## src/inc/cms_pkg.sv

```systemverilog
// Package of codes, selections and carriers for the calibration mode selector
package cms_pkg;
    // ****************************************************************
    // Code widths and values
    // ****************************************************************
    localparam int TRACK_W = 2;
    localparam int CALIB_W = 3;
    localparam logic [1:0] TRACK_MASTER = 2'h0;
    localparam logic [1:0] TRACK_M = 2'h1;
    localparam logic [1:0] TRACK_S = 2'h2;
    localparam logic [1:0] TRACK_N = 2'h3;
    localparam logic [2:0] CAL_ANALOG = 3'h0;
    localparam logic [2:0] CAL_DIG_OFFSET = 3'h1;
    localparam logic [2:0] CAL_DIG_AMP = 3'h2;
    localparam logic [2:0] CAL_DIG_PHASE = 3'h3;
    localparam logic [2:0] CAL_RIPPLE = 3'h4;
    localparam logic [2:0] CAL_TEMP_WARN = 3'h5;
    localparam logic [2:0] CAL_TEMP_ERR = 3'h6;
    localparam logic [2:0] CAL_BUF_OFS = 3'h7;

    // ****************************************************************
    // Operating modes
    // ****************************************************************
    typedef enum logic [3:0] {
        CMS_NORMAL = 4'b0000,
        CMS_ANALOG = 4'b0001,
        CMS_DIG_OFFSET = 4'b0010,
        CMS_DIG_AMP = 4'b0011,
        CMS_DIG_PHASE = 4'b0100,
        CMS_RIPPLE = 4'b0101,
        CMS_TEMP_WARN = 4'b0110,
        CMS_TEMP_ERR = 4'b0111,
        CMS_BUF_OFS = 4'b1000
    } cms_mode_t;

    // Line output source
    typedef enum logic [1:0] {
        LINE_MASTER = 2'b00,
        LINE_CALIB = 2'b01,
        LINE_RAW = 2'b10
    } cms_line_t;

    // Test pin A source
    typedef enum logic [2:0] {
        PA_ZERO = 3'b000,
        PA_SINE_DC = 3'b001,
        PA_CTRL = 3'b010,
        PA_TEMP_WARN = 3'b011,
        PA_TEMP_ERR = 3'b100,
        PA_BUF_OUT = 3'b101,
        PA_DIG_OFS_COS = 3'b110
    } cms_pina_t;

    // Test pin B source
    typedef enum logic [2:0] {
        PB_ZERO = 3'b000,
        PB_COSINE_DC = 3'b001,
        PB_WARN_TH = 3'b010,
        PB_ERR_TH = 3'b011,
        PB_BUF_IN = 3'b100,
        PB_DIG_OFS_SIN = 3'b101,
        PB_DIG_AMP = 3'b110,
        PB_DIG_PHASE = 3'b111
    } cms_pinb_t;

    // Configuration inputs
    typedef struct packed {
        logic [1:0] trackSelectCode;
        logic [2:0] calibrationModeCode;
        logic inputBypassBit;
    } cms_cfg_t;

    // Routing selections for the analog switch matrix
    typedef struct packed {
        cms_mode_t mode;
        cms_line_t lineSource;
        logic [1:0] channel;
        cms_pina_t testPinA;
        cms_pinb_t testPinB;
        logic dirBias;
        logic levelControllerOn;
        logic calibActive;
    } cms_route_t;

    localparam cms_route_t ROUTE_NORMAL = '{mode: CMS_NORMAL,
        lineSource: LINE_MASTER, channel: TRACK_MASTER,
        testPinA: PA_ZERO, testPinB: PB_ZERO, dirBias: 1'b0,
        levelControllerOn: 1'b0, calibActive: 1'b0};
endpackage : cms_pkg

```

## src/rtl/cms_decode.sv

```systemverilog
// Combinational decoder from configuration codes to an operating mode
`timescale 1ns/1ps
module cms_decode (
    input wire cms_pkg::cms_cfg_t cfg,
    output cms_pkg::cms_mode_t mode
);
    always_comb begin
        mode = cms_pkg::CMS_NORMAL;
        if (cfg.trackSelectCode == cms_pkg::TRACK_MASTER) begin
            case (cfg.calibrationModeCode)
                cms_pkg::CAL_TEMP_WARN: mode = cms_pkg::CMS_TEMP_WARN;
                cms_pkg::CAL_TEMP_ERR: mode = cms_pkg::CMS_TEMP_ERR;
                cms_pkg::CAL_BUF_OFS: mode = cms_pkg::CMS_BUF_OFS;
                default: mode = cms_pkg::CMS_NORMAL;
            endcase
        end else begin
            case (cfg.calibrationModeCode)
                cms_pkg::CAL_ANALOG: mode = cms_pkg::CMS_ANALOG;
                cms_pkg::CAL_DIG_OFFSET: begin
                    mode = cms_pkg::CMS_DIG_OFFSET;
                end
                cms_pkg::CAL_DIG_AMP: mode = cms_pkg::CMS_DIG_AMP;
                cms_pkg::CAL_DIG_PHASE: mode = cms_pkg::CMS_DIG_PHASE;
                cms_pkg::CAL_RIPPLE: mode = cms_pkg::CMS_RIPPLE;
                default: mode = cms_pkg::CMS_NORMAL;
            endcase
        end
    end
endmodule : cms_decode

```

## src/rtl/cms_mode_select.sv

```systemverilog
// Calibration mode selector: registered routing of line and test pins
`timescale 1ns/1ps
module cms_mode_select (
    input wire logic sys_clk,
    input wire logic resetn,
    input wire logic [1:0] trackSelectCode,
    input wire logic [2:0] calibrationModeCode,
    input wire logic inputBypassBit,
    output cms_pkg::cms_route_t route,
    output logic digitalCalibrationMode
);
    // ****************************************************************
    // Decode
    // ****************************************************************
    cms_pkg::cms_cfg_t cfg;
    cms_pkg::cms_mode_t decMode;
    cms_pkg::cms_route_t next_route;

    assign cfg = '{trackSelectCode: trackSelectCode,
        calibrationModeCode: calibrationModeCode,
        inputBypassBit: inputBypassBit};

    cms_decode u_decode (
        .cfg(cfg),
        .mode(decMode)
    );

    // ****************************************************************
    // Routing
    // ****************************************************************
    always_comb begin
        next_route = cms_pkg::ROUTE_NORMAL;
        next_route.mode = decMode;
        case (decMode)
            cms_pkg::CMS_ANALOG: begin
                next_route.channel = cfg.trackSelectCode;
                next_route.lineSource = cfg.inputBypassBit ?
                    cms_pkg::LINE_RAW : cms_pkg::LINE_CALIB;
                next_route.testPinA = cms_pkg::PA_SINE_DC;
                next_route.testPinB = cms_pkg::PB_COSINE_DC;
                next_route.calibActive = 1'b1;
            end
            cms_pkg::CMS_DIG_OFFSET: begin
                next_route.channel = cfg.trackSelectCode;
                next_route.lineSource = cms_pkg::LINE_CALIB;
                next_route.testPinA = cms_pkg::PA_DIG_OFS_COS;
                next_route.testPinB = cms_pkg::PB_DIG_OFS_SIN;
                next_route.calibActive = 1'b1;
            end
            cms_pkg::CMS_DIG_AMP: begin
                next_route.channel = cfg.trackSelectCode;
                next_route.lineSource = cms_pkg::LINE_CALIB;
                next_route.testPinB = cms_pkg::PB_DIG_AMP;
                next_route.calibActive = 1'b1;
            end
            cms_pkg::CMS_DIG_PHASE: begin
                next_route.channel = cfg.trackSelectCode;
                next_route.lineSource = cms_pkg::LINE_CALIB;
                next_route.testPinB = cms_pkg::PB_DIG_PHASE;
                next_route.calibActive = 1'b1;
            end
            cms_pkg::CMS_RIPPLE: begin
                next_route.channel = cfg.trackSelectCode;
                next_route.lineSource = cms_pkg::LINE_CALIB;
                next_route.testPinA = cms_pkg::PA_CTRL;
                next_route.levelControllerOn = 1'b1;
                next_route.calibActive = 1'b1;
            end
            cms_pkg::CMS_TEMP_WARN: begin
                next_route.testPinA = cms_pkg::PA_TEMP_WARN;
                next_route.testPinB = cms_pkg::PB_WARN_TH;
                next_route.dirBias = 1'b1;
                next_route.calibActive = 1'b1;
            end
            cms_pkg::CMS_TEMP_ERR: begin
                next_route.testPinA = cms_pkg::PA_TEMP_ERR;
                next_route.testPinB = cms_pkg::PB_ERR_TH;
                next_route.dirBias = 1'b1;
                next_route.calibActive = 1'b1;
            end
            cms_pkg::CMS_BUF_OFS: begin
                next_route.testPinA = cms_pkg::PA_BUF_OUT;
                next_route.testPinB = cms_pkg::PB_BUF_IN;
                next_route.calibActive = 1'b1;
            end
            default: next_route = cms_pkg::ROUTE_NORMAL;
        endcase
    end

    always_ff @(posedge sys_clk or negedge resetn) begin
        if (!resetn) begin
            route <= cms_pkg::ROUTE_NORMAL;
        end else begin
            route <= next_route;
        end
    end

    assign digitalCalibrationMode =
        (route.mode == cms_pkg::CMS_DIG_OFFSET) ||
        (route.mode == cms_pkg::CMS_DIG_AMP) ||
        (route.mode == cms_pkg::CMS_DIG_PHASE);

    // ****************************************************************
    // Checks
    // ****************************************************************
    AST_NORMAL_ZERO: assert property (
        @(posedge sys_clk) disable iff (!resetn)
        (cfg == '0) |=> (route.lineSource == cms_pkg::LINE_MASTER &&
            route.testPinA == cms_pkg::PA_ZERO &&
            route.testPinB == cms_pkg::PB_ZERO))
        else $error("normal mode routing wrong");
    AST_NORMAL_IDLE: assert property (
        @(posedge sys_clk) disable iff (!resetn)
        (cfg == '0) |=> (route.mode == cms_pkg::CMS_NORMAL &&
            !route.calibActive && !route.dirBias &&
            !route.levelControllerOn))
        else $error("normal mode not idle");
    AST_ANALOG_CHAN: assert property (
        @(posedge sys_clk) disable iff (!resetn)
        (trackSelectCode != cms_pkg::TRACK_MASTER &&
            calibrationModeCode == cms_pkg::CAL_ANALOG)
        |=> (route.channel == $past(trackSelectCode) &&
            route.mode == cms_pkg::CMS_ANALOG))
        else $error("analog channel not selected");
    AST_ANALOG_LINE: assert property (
        @(posedge sys_clk) disable iff (!resetn)
        (route.mode == cms_pkg::CMS_ANALOG) |->
        (route.lineSource != cms_pkg::LINE_MASTER && route.calibActive))
        else $error("analog line source wrong");
    AST_ANALOG_PINS: assert property (
        @(posedge sys_clk) disable iff (!resetn)
        (route.mode == cms_pkg::CMS_ANALOG) |->
        (route.testPinA == cms_pkg::PA_SINE_DC &&
            route.testPinB == cms_pkg::PB_COSINE_DC))
        else $error("analog test pins wrong");
    AST_BYPASS: assert property (
        @(posedge sys_clk) disable iff (!resetn)
        (decMode == cms_pkg::CMS_ANALOG) |=>
        ((route.lineSource == cms_pkg::LINE_RAW) == $past(inputBypassBit)))
        else $error("bypass routing wrong");
    AST_RAW_ONLY_ANALOG: assert property (
        @(posedge sys_clk) disable iff (!resetn)
        (route.lineSource == cms_pkg::LINE_RAW) |->
        (route.mode == cms_pkg::CMS_ANALOG))
        else $error("raw inputs outside analog mode");
    AST_RIPPLE: assert property (
        @(posedge sys_clk) disable iff (!resetn)
        (trackSelectCode != cms_pkg::TRACK_MASTER &&
            calibrationModeCode == cms_pkg::CAL_RIPPLE) |=>
        (route.levelControllerOn && route.testPinA == cms_pkg::PA_CTRL))
        else $error("ripple mode wrong");
    AST_RIPPLE_ONLY: assert property (
        @(posedge sys_clk) disable iff (!resetn)
        route.levelControllerOn |->
        (route.mode == cms_pkg::CMS_RIPPLE &&
            route.channel != cms_pkg::TRACK_MASTER))
        else $error("level controller on outside ripple mode");
    AST_TEMP: assert property (
        @(posedge sys_clk) disable iff (!resetn)
        (trackSelectCode == cms_pkg::TRACK_MASTER &&
            (calibrationModeCode == cms_pkg::CAL_TEMP_WARN ||
            calibrationModeCode == cms_pkg::CAL_TEMP_ERR)) |=>
        (route.dirBias && route.lineSource == cms_pkg::LINE_MASTER))
        else $error("temperature mode wrong");
    AST_TEMP_WARN_PINS: assert property (
        @(posedge sys_clk) disable iff (!resetn)
        (route.mode == cms_pkg::CMS_TEMP_WARN) |->
        (route.testPinA == cms_pkg::PA_TEMP_WARN &&
            route.testPinB == cms_pkg::PB_WARN_TH))
        else $error("warning temperature pins wrong");
    AST_TEMP_ERR_PINS: assert property (
        @(posedge sys_clk) disable iff (!resetn)
        (route.mode == cms_pkg::CMS_TEMP_ERR) |->
        (route.testPinA == cms_pkg::PA_TEMP_ERR &&
            route.testPinB == cms_pkg::PB_ERR_TH))
        else $error("error temperature pins wrong");
    AST_DIR_BIAS: assert property (
        @(posedge sys_clk) disable iff (!resetn)
        route.dirBias |-> (route.mode == cms_pkg::CMS_TEMP_WARN ||
            route.mode == cms_pkg::CMS_TEMP_ERR))
        else $error("bias on direction pin outside temperature modes");
    AST_BUFFER: assert property (
        @(posedge sys_clk) disable iff (!resetn)
        (trackSelectCode == cms_pkg::TRACK_MASTER &&
            calibrationModeCode == cms_pkg::CAL_BUF_OFS) |=>
        (route.testPinA == cms_pkg::PA_BUF_OUT &&
            route.testPinB == cms_pkg::PB_BUF_IN && !route.dirBias))
        else $error("buffer offset mode wrong");
    AST_BUFFER_LINE: assert property (
        @(posedge sys_clk) disable iff (!resetn)
        (route.mode == cms_pkg::CMS_BUF_OFS) |->
        (route.lineSource == cms_pkg::LINE_MASTER &&
            route.channel == cms_pkg::TRACK_MASTER))
        else $error("buffer offset line source wrong");
    AST_DIGITAL: assert property (
        @(posedge sys_clk) disable iff (!resetn)
        digitalCalibrationMode |-> (route.testPinB != cms_pkg::PB_ZERO &&
            route.testPinB != cms_pkg::PB_COSINE_DC))
        else $error("digital mode pin wrong");
    AST_DIGITAL_CHAN: assert property (
        @(posedge sys_clk) disable iff (!resetn)
        digitalCalibrationMode |->
        (route.channel != cms_pkg::TRACK_MASTER &&
            route.lineSource == cms_pkg::LINE_CALIB))
        else $error("digital mode channel wrong");

    // ****************************************************************
    // Checks of undefined codes
    // ****************************************************************
    AST_UNDEFINED: assert property (
        @(posedge sys_clk) disable iff (!resetn)
        (trackSelectCode == cms_pkg::TRACK_MASTER &&
            calibrationModeCode != cms_pkg::CAL_ANALOG &&
            calibrationModeCode < cms_pkg::CAL_TEMP_WARN) |=>
        (route == cms_pkg::ROUTE_NORMAL))
        else $error("undefined code not normal");
    AST_UNDEFINED_HIGH: assert property (
        @(posedge sys_clk) disable iff (!resetn)
        (trackSelectCode != cms_pkg::TRACK_MASTER &&
            calibrationModeCode > cms_pkg::CAL_RIPPLE) |=>
        (route == cms_pkg::ROUTE_NORMAL))
        else $error("undefined high code not normal");
endmodule : cms_mode_select

```

## config.mk

```make
export PLATFORM = sky130hd
export DESIGN_NAME = cms_mode_select
export DESIGN_NICKNAME = d
export VERILOG_FILES = /design/src/inc/cms_pkg.sv /design/src/rtl/cms_decode.sv /design/src/rtl/cms_mode_select.sv
export SDC_FILE = /design/constraint.sdc
export NUM_CORES = 1
export LEC_CHECK = 0
export BUFFER_PORTS_ARGS = -buffer_cell sky130_fd_sc_hd__buf_2
export CELL_PAD_IN_SITES_DETAIL_PLACEMENT = 2
export CELL_PAD_IN_SITES_GLOBAL_PLACEMENT = 2
export CORE_UTILIZATION = 28
export DETAILED_ROUTE_END_ITERATION = 10
export PLACE_DENSITY = 0.73
export SETUP_SLACK_MARGIN = 0.4
export SLEW_MARGIN = 0
export SYNTH_ARGS = -nofsm -noshare
export SYNTH_HDL_FRONTEND = slang
export SYNTH_SLANG_ARGS = --single-unit
```

## constraint.sdc

```tcl
create_clock -name sys_clk -period 0.9 [get_ports sys_clk]
set_clock_uncertainty 0.1 [all_clocks]
set_input_delay 0.045 -clock sys_clk [delete_from_list [all_inputs] [get_ports sys_clk]]
set_output_delay 0.045 -clock sys_clk [all_outputs]
set_load 0.01 [all_outputs]
```

**Word-level counts from Yosys, hierarchy flattened**

Index checks and enable logic that the tools add are counted.

- Input bits: 8
- Logic and storage cells: 44
- Register bits after elaboration: 17

- Equal/unequal tests: 18
- Muxes and demuxes: 11
- Reduce and logical (&&, ||, !) cells: 7

Operator list:

| kind | count |
|---|---|
| case mux 3 bit (7 select lines) | 1 |
| == test 4 x 3 -> 1 bit, second input constant | 5 |
| case mux 3 bit (6 select lines) | 1 |
| == test 4 x 2 -> 1 bit, second input constant | 4 |
| case mux 3 bit (5 select lines) | 1 |
| == test 3 bit, second input constant | 4 |
| case mux 4 bit (3 select lines) | 1 |
| 2-to-1 mux 4 bit | 2 |
| case mux 4 bit (2 select lines) | 1 |
| OR reduction 8 bit | 1 |
| == test 3 x 2 -> 1 bit, second input constant | 2 |
| == test 4 x 1 -> 1 bit, second input constant | 1 |
| == test 4 bit, second input constant | 1 |
| OR reduction 4 bit | 1 |
| == test 3 x 1 -> 1 bit, second input constant | 1 |
| zero test 3 bit | 1 |
| 2-to-1 mux 1 bit | 3 |
| zero test 2 bit | 1 |
| logical OR 1 bit | 2 |
| 2-to-1 mux 2 bit | 1 |
| OR reduction 2 bit | 1 |

**Longest topological paths before layout**

Gate-level depths: netlist (run 1).

- Depth in word-level cells: 6
- Gate-level depth with buffers: 4
- Depth with buffers taken out: 3

**By module**

A second synthesis (run 1) with hierarchy kept.

- Cells, all modules: 70
- Area total of the unflattened synthesis: 823.3 sq um

By module, submodules not included:

| module | area an instance (sq um) | seq. area each (sq um) | instances | cells each |
|---|---|---|---|---|
| cms_mode_select | 732.0 | 425.4 | 1 | 56 |
| cms_decode | 91.3 | 0.0 | 1 | 14 |

**Least setup slack after synthesis (run 1)**

No wires, ideal clock.

- Path kind: in2reg
- Start point: input calibrationModeCode[1]
- End point: register route[3] (netlist bit)
- Arrival: 798 ps
- Required time: 717 ps
- Cell stages on the path: 4
- Library setup time: 83 ps
- Setup slack: -81 ps
- Cell sequence: buf_2 -> inv_1 -> or4_1 -> o21ai_0

RTL lines:

| item | line | text |
|---|---|---|
| start, declared | cms_mode_select.sv:7 | `input wire logic [2:0] calibrationModeCode,` |
| end signal, assigned | cms_mode_select.sv:92 | `route <= cms_pkg::ROUTE_NORMAL;` |
| end signal, assigned | cms_mode_select.sv:94 | `route <= next_route;` |
| end, declared | cms_mode_select.sv:9 | `output cms_pkg::cms_route_t route,` |

**Final worst setup path (run 1)**

- Start point: register route[13] (netlist bit)
- End point: output digitalCalibrationMode

- Longest elaborated chain between the ends: 3
- Elaborated cells between the ends (all ways): 5
- Those cells by class: eq/ne: 3; reduce/logical: 2

RTL lines:

| item | line | text |
|---|---|---|
| == test 4 x 2 -> 1 bit (on tied branches) | cms_mode_select.sv:99, cms_mode_select.sv:100 |  |
| logical OR 1 bit | cms_mode_select.sv:99 | `(route.mode == cms_pkg::CMS_DIG_OFFSET) \|\|` |
| logical OR 1 bit (*) | cms_mode_select.sv:100 | `(route.mode == cms_pkg::CMS_DIG_AMP) \|\|` |
| end, declared | cms_mode_select.sv:10 | `output logic digitalCalibrationMode` |

Every way passes the cells marked *; elsewhere a longest branch is shown, timed or not.

==> results of run 1 <==
## through the flow
step | hold slack [ps] | setup TNS [ps] | utilization | instances
after global placement | -127 | -729 | 0.421 | 125
after global routing | -443 | -2410 | 0.613 | 144
after detailed placement | -110 | -1290 | 0.421 | 125
final | -458 | -1860 | 0.613 | 144
after floorplan | -351 | -20.9 | - | 62
after CTS | -424 | -1220 | 0.540 | 137
## worst max path at each step
| stage | slack, ps | start | to |
|---|---|---|---|
| 5_1_grt | -470 | route[13] | digitalCalibrationMode |
| 3_3_place_gp | -150 | trackSelectCode[0] | route[3] |
| 4_1_cts | -320 | route[14] | digitalCalibrationMode |
| 2_1_floorplan | -20 | trackSelectCode[0] | route[3] |
| 6_report | -400 | route[13] | digitalCalibrationMode |
| 3_5_place_dp | -210 | trackSelectCode[0] | route[3] |
## power by group through the flow
stage	clock network (mW)	registers, mW	logic, mW
floorplan	0	0.871	0.124
global placement	0	0.840	0.293
detailed placement	0	0.843	0.309
CTS	0.417	0.828	0.433
global route	0.475	0.838	0.577
finish	0.438	0.833	0.546
## cell type report
class	count	area [um^2]	share of cell area
clock buffers	4	26.3	0.0190
well taps	28	35.0	0.0254
repair buffers	53	455	0.330
flip-flops and latches	17	425	0.308
inverters	3	11.3	0.00815
multi-input cells	39	428	0.310
## cell usage after synthesis
cell | count | area (um^2)
dfrtp_1 | 17 | 425
nor2_1 | 6 | 22.5
nand2_1 | 5 | 18.8
o21ai_0 | 5 | 25.0
inv_1 | 3 | 11.3
and2_1 | 2 | 12.5
and3_1 | 2 | 12.5
buf_2 | 2 | 10.0
nand3_1 | 2 | 10.0
xnor2_1 | 2 | 17.5
a21oi_1 | 1 | 5.00
a31oi_1 | 1 | 6.26
and2_2 | 1 | 7.51
buf_4 | 1 | 7.51
mux2i_1 | 1 | 10.0
nand3b_1 | 1 | 7.51
nor3b_1 | 1 | 7.51
o21a_1 | 1 | 7.51
o21ba_2 | 1 | 10.0
o22ai_1 | 1 | 6.26
o31ai_1 | 1 | 7.51
o32ai_1 | 1 | 8.76
or2_4 | 1 | 8.76
or3_1 | 1 | 6.26
or4_1 | 1 | 7.51
xor2_1 | 1 | 8.76
## what timing repair did
action	4_1_cts	5_1_grt
resized for setup	45	23
hold endpoints to repair	23	20
setup endpoints to repair	35	35
pin swaps	17	11
setup buffers	8	7
## worst max-delay path: cells and delay by family, from the launching register on
family,cells,cell delay (ps)
multiplexers,1,70
AND/OR/NAND/NOR,2,210
buffers and inverters,1,150
flip-flops,1,420
## layer usage
layer  global-route usage  vias up  share of wire
met5                    0        -              0
met3               0.0526        4          0.032
met2                0.411       18           0.51
li1                     -      315              -
met1                0.277      348           0.45
met4                0.122        0         0.0093
## logic make-up (layout without fill, tap and decap cells)
kind of cell	count (synthesis)	count (layout)	share of synthesized area
DFF	17	17	0.618
muxes	1	1	0.0145
xor gates and xnor gates	3	3	0.0382
buffers and inverters	6	60	0.0418
AOI/OAI and AO/OA	12	12	0.111
and+or+nand+nor	23	23	0.176
==> impl_metrics.py, run 1 <==
metrics = {
    "cts": {
        "cts.sinks": 17,
        "clock_tree.root_cell": "clkbuf_4",
        "cts_buffers": 3,
        "cts_tree": "yes",
        "clock_path_buffers": 2,
        "clk_pin_slew_worst_paths_ps": 110,
        "htreeDepth": 1,
    },
    "sta": {
        "relSlewSlack": 0.737,
        "hold_viol": 20,
        "finalSetupViolations": 18,
        "post-route-period-util": 1.44,
        "holdWs_ps": -458,
        "period_minus_slack_ps": 1300,
        "fin_ws_ps": -398,
        "fmax_ghz": 0.771,
        "worst_slew_pin_slew_ps": 395,
        "drv_slew": 0,
        "rsz0062_at_grt": "true",
    },
    "finish": {
        "area_delta_synth_final_pct": 101,
        "top_register": "route",
        "layout.nets": 125,
        "finalInstanceArea_um2": 1380,
        "antenna_cells": 0,
        "fill_cells": 202,
        "final_common_cell": "buf_2",
        "largest_reg_flops": 17,
        "biggestRegsByFlops": "route x17",
        "layout_common_cells": "19 x buf_2, 17 x dfrtp_1, 14 x buf_4",
        "layout-drive-gt1-share": 0.750,
    },
    "setup_path": {
        "path_class": "register to output port",
        "path_cells": "nor2_2 -> mux2i_1 -> nor2_1 -> buf_2",
        "critPathSlowestCell": "dfrtp_1",
        "cp.arrival_ps": 1150,
        "path_max_fanout": 2,
        "worstPathRequired_ps": 750,
        "slowest_delay_ps": 420,
        "startpoint_type": "register",
        "worst_setup_path_end_kind": "output port",
    },
    "power_and_ir_drop": {
        "p_int_mw": 1.26,
        "power_switching_uw": 554,
        "swShare": 0.305,
        "peakVddDrop_uv": 1010,
        "power_frac_comb": 0.301,
        "power.total_mw": 1.82,
        "pwr-share-clk": 0.241,
        "p_per_area_nw_per_um2": 1320,
        "p_seq_frac": 0.458,
        "p_leak_nw": 0.687,
    },
    "placed_design": {
        "place_area_um2": 950,
        "io_buffers": 25,
        "place_hpwl_mm": 1.58,
        "dpl_worst_slack_ps": -214,
        "place_congestion": 0.766,
    },
    "grt": {
        "first_global_vias": 769,
        "grt.total_usage": 0.239,
        "grt_first_pass_wirelength_mm": 4.24,
        "grt_overflow_total": 0,
        "antenna_found_initial": 0,
        "grt_max_degree": 18,
    },
    "yosys": {
        "ys_types": 26,
        "synthCells": 62,
        "yosys_warnings": 0,
        "synth_seq_area_share": 0.618,
        "syn_nets": 70,
        "ys_ff_latch": 17,
        "synthesis.area_um2": 688,
        "synth.avg_cell_area_um2": 11.1,
    },
    "min_path": {
        "min_path_type": "input pin to async pin",
    },
    "detailed_routing": {
        "vias": 685,
        "wl_per_cell_um": 22.3,
        "drt.antenna.violating_nets": 0,
        "drt_wl_total_mm": 3.21,
        "drt_iter0_markers": 2,
        "drc": 0,
        "viasPerCell": 4.76,
        "drtPass1Iterations": 2,
    },
    "floorplan": {
        "ioPinCount": 26,
        "num_rows": 17,
        "coreArea_um2": 2250,
        "die_w_um": 51.6,
        "initial_core_util": 0.305,
        "die_y_um": 51.6,
        "die_area_um2": 2660,
    },
    "job": {
        "max_cap_violations": 0,
    },
    "run_status": {
        "status": "complete, but fails checks",
        "violations": "hold timing, setup timing",
    },
}
Power figures use the tool's default switching activity.
==> inputs of run 2 (changes only) <==
ABC_AREA = 1   (was not set)
CORE_UTILIZATION = 26   (was 28)
==> run 2 against run 1 <==
Effect of this change:
- the flow still finishes with violations (hold timing, setup timing)
- design area fell by 21%
- first-iteration DRC count rose to 2.5 times the previous value
- via count fell by 5.8%
- global-route usage fell by 7.3 points
- synthesized cell count rose by 23%
- flip-flop and latch count did not move
- cell count fell by 4.2%
- largest power group unchanged
==> impl_metrics.py, run 2 <==
metrics = {
    "run_status": {
        "status": "complete, but fails checks",
        "violations": "hold timing, setup timing",
    },
    "detailed_routing": {
        "drc": 0,
        "wl_per_cell_um": 14.9,
        "top_layer": "met4",
        "vias": 645,
        "drtPass1Iterations": 4,
        "viasPerCell": 4.67,
        "wl_met2_mm": 1.18,
        "wl_met1_um": 811,
        "drt_wl_total_mm": 2.06,
        "drt.antenna.violating_nets": 0,
        "route.met3.wl_um": 62,
        "drt_iter0_markers": 5,
    },
    "sta": {
        "fmax_ghz": 0.820,
        "finalSetupViolations": 18,
        "hold_viol": 26,
        "relSlewSlack": 0.749,
        "rsz0062_at_grt": "true",
        "post-route-period-util": 1.36,
        "period_minus_slack_ps": 1220,
        "holdWs_ps": -437,
        "drv_slew": 0,
        "fin_ws_ps": -320,
        "worst_slew_pin_slew_ps": 377,
    },
    "floorplan": {
        "die_w_um": 53.2,
        "coreArea_um2": 2480,
        "initial_core_util": 0.275,
        "die_area_um2": 2830,
        "die_y_um": 53.2,
        "num_rows": 18,
        "ioPinCount": 26,
    },
    "grt": {
        "first_global_vias": 686,
        "grt_max_degree": 18,
        "grt_overflow_total": 0,
        "grt.total_usage": 0.166,
        "antenna_found_initial": 0,
        "grt_first_pass_wirelength_mm": 3.28,
    },
    "yosys": {
        "ys_ff_latch": 17,
        "syn_nets": 84,
        "synth_common_cells": "22 x nand2_1, 17 x dfrtp_1, 10 x inv_1, 10 x nor2_1, 6 x nand3_1",
        "synth_edf_count": 0,
        "synthesis.area_um2": 682,
        "synth.avg_cell_area_um2": 8.97,
        "ys_types": 13,
        "synth_seq_area_share": 0.624,
        "synth_top_area_cell": "dfrtp_1",
        "ys_async_sr_fraction": 1.00,
        "ys.flop_type": "dfrtp_1",
        "synth_area_leaders": "dfrtp_1 62%, nand2_1 12%, inv_1 5.5%, nor2_1 5.5%, nand3_1 4.4%",
        "synthCells": 76,
        "yosys_warnings": 0,
        "synth_top_area_share": 0.624,
        "synth.most_common_cell": "nand2_1",
    },
    "finish": {
        "biggestRegsByFlops": "route x17",
        "final-instance-count-excl-fill": 138,
        "layout.nets": 117,
        "finalInstanceArea_um2": 1090,
        "layout-drive-gt1-share": 0.611,
        "largest_reg_flops": 17,
        "layout_common_cells": "18 x buf_2, 17 x dfrtp_1, 10 x nand2_1, 10 x nand2_2, 7 x nor2_1",
        "area_delta_synth_final_pct": 60.2,
        "antenna_cells": 0,
        "final_common_cell": "buf_2",
        "top_register": "route",
        "final_util": 0.441,
    },
    "placed_design": {
        "io_buffers": 25,
        "dpl.cell_count": 131,
        "place_area_um2": 893,
        "place_congestion": 0.748,
        "dpl_worst_slack_ps": -107,
        "place_hpwl_mm": 1.46,
    },
    "cts": {
        "clock_path_buffers": 2,
        "clock_tree.root_cell": "clkbuf_4",
        "clk_pin_slew_worst_paths_ps": 100,
        "cts_tree": "yes",
        "htreeDepth": 1,
        "cts.sinks": 17,
        "cts_buffers": 3,
    },
    "setup_path": {
        "path_class": "register to output port",
        "crit_start": "route[15]",
        "worstPathRequired_ps": 750,
        "path_buf_inv": 2,
        "path_cells": "inv_1 -> nor2_1 -> o21a_1 -> buf_2",
        "cp_top_family": "flip-flops",
        "critPathSlowestCell": "dfrtp_1",
        "startpoint_type": "register",
        "slowest_delay_ps": 400,
        "cp.arrival_ps": 1070,
        "worst_setup_path_end_kind": "output port",
        "path_max_fanout": 3,
    },
    "job": {
        "max_cap_violations": 0,
    },
    "power_and_ir_drop": {
        "peakVddDrop_uv": 646,
        "p_per_area_nw_per_um2": 1450,
        "p_leak_nw": 0.592,
    },
    "min_path": {
        "min_path_type": "input pin to async pin",
    },
}
run 2: changes by cell type in the layout (fill, tap and decap cells not counted), sizes merged, moves of 3 or more:
cell / previous run / this run
inv: 3 / 11
buf: 53 / 28
nand3: 2 / 7
nand2: 5 / 22
nor2: 6 / 12
and2: 3 / 0
run 2: area by class of cell:
type                            count  area [um^2]
Tap cell                           30         37.5
Sequential cell                    17          425
Clock buffer                        4         26.3
Inverter                           11         62.6
Timing Repair Buffer               28          203
Multi-Input combinational cell     48          338
Fill cell                         261         1390
run 2: layer usage:
layer,vias up,global-route usage
met5,-,0
met4,0,0.0526
met3,2,0.0172
met2,18,0.310
met1,325,0.193
li1,300,-
run 2: final timing paths:
check,end,slack [ps],cells past startpoint
worst max-delay path,digitalCalibrationMode,-320,4
max in group asynchronous,route[13],860,1
worst min-delay path,route[12],-440,1
min in group sys_clk,route[13],-100,2
run 2: timing repair:
action | in CTS | in global routing
endpoints found under the hold margin | 28 | 25
resized for setup | 29 | 12
pin swaps | 12 | 9
endpoints found under the setup margin | 33 | 33
setup buffers | 3 | 0
run 2: power breakdown:
| part | switching (mW) | total (mW) | internal (mW) | leakage (nW) |
|---|---|---|---|---|
| combinational | 0.214 | 0.357 | 0.142 | 0.357 |
| clock | 0.224 | 0.396 | 0.172 | 0.0150 |
| sequential | 0.0176 | 0.828 | 0.811 | 0.220 |
| total | 0.456 | 1.58 | 1.12 | 0.592 |
run 2: through the flow:
stage               hold slack [ps]  total power, mW  setup TNS (ps)
CTS                            -433             1.58           -1300
global placement               -125             1.10            -235
floorplan                      -351            0.977               0
finish                         -437             1.58            -949
detailed placement             -111             1.12            -507
global route                   -425             1.66           -1580
run 2: cells by family after synthesis:
family / after synthesis / synth area share
simple gates: 42 / 0.268
flops: 17 / 0.624
buf+inv: 11 / 0.0606
compound gates: 6 / 0.0477
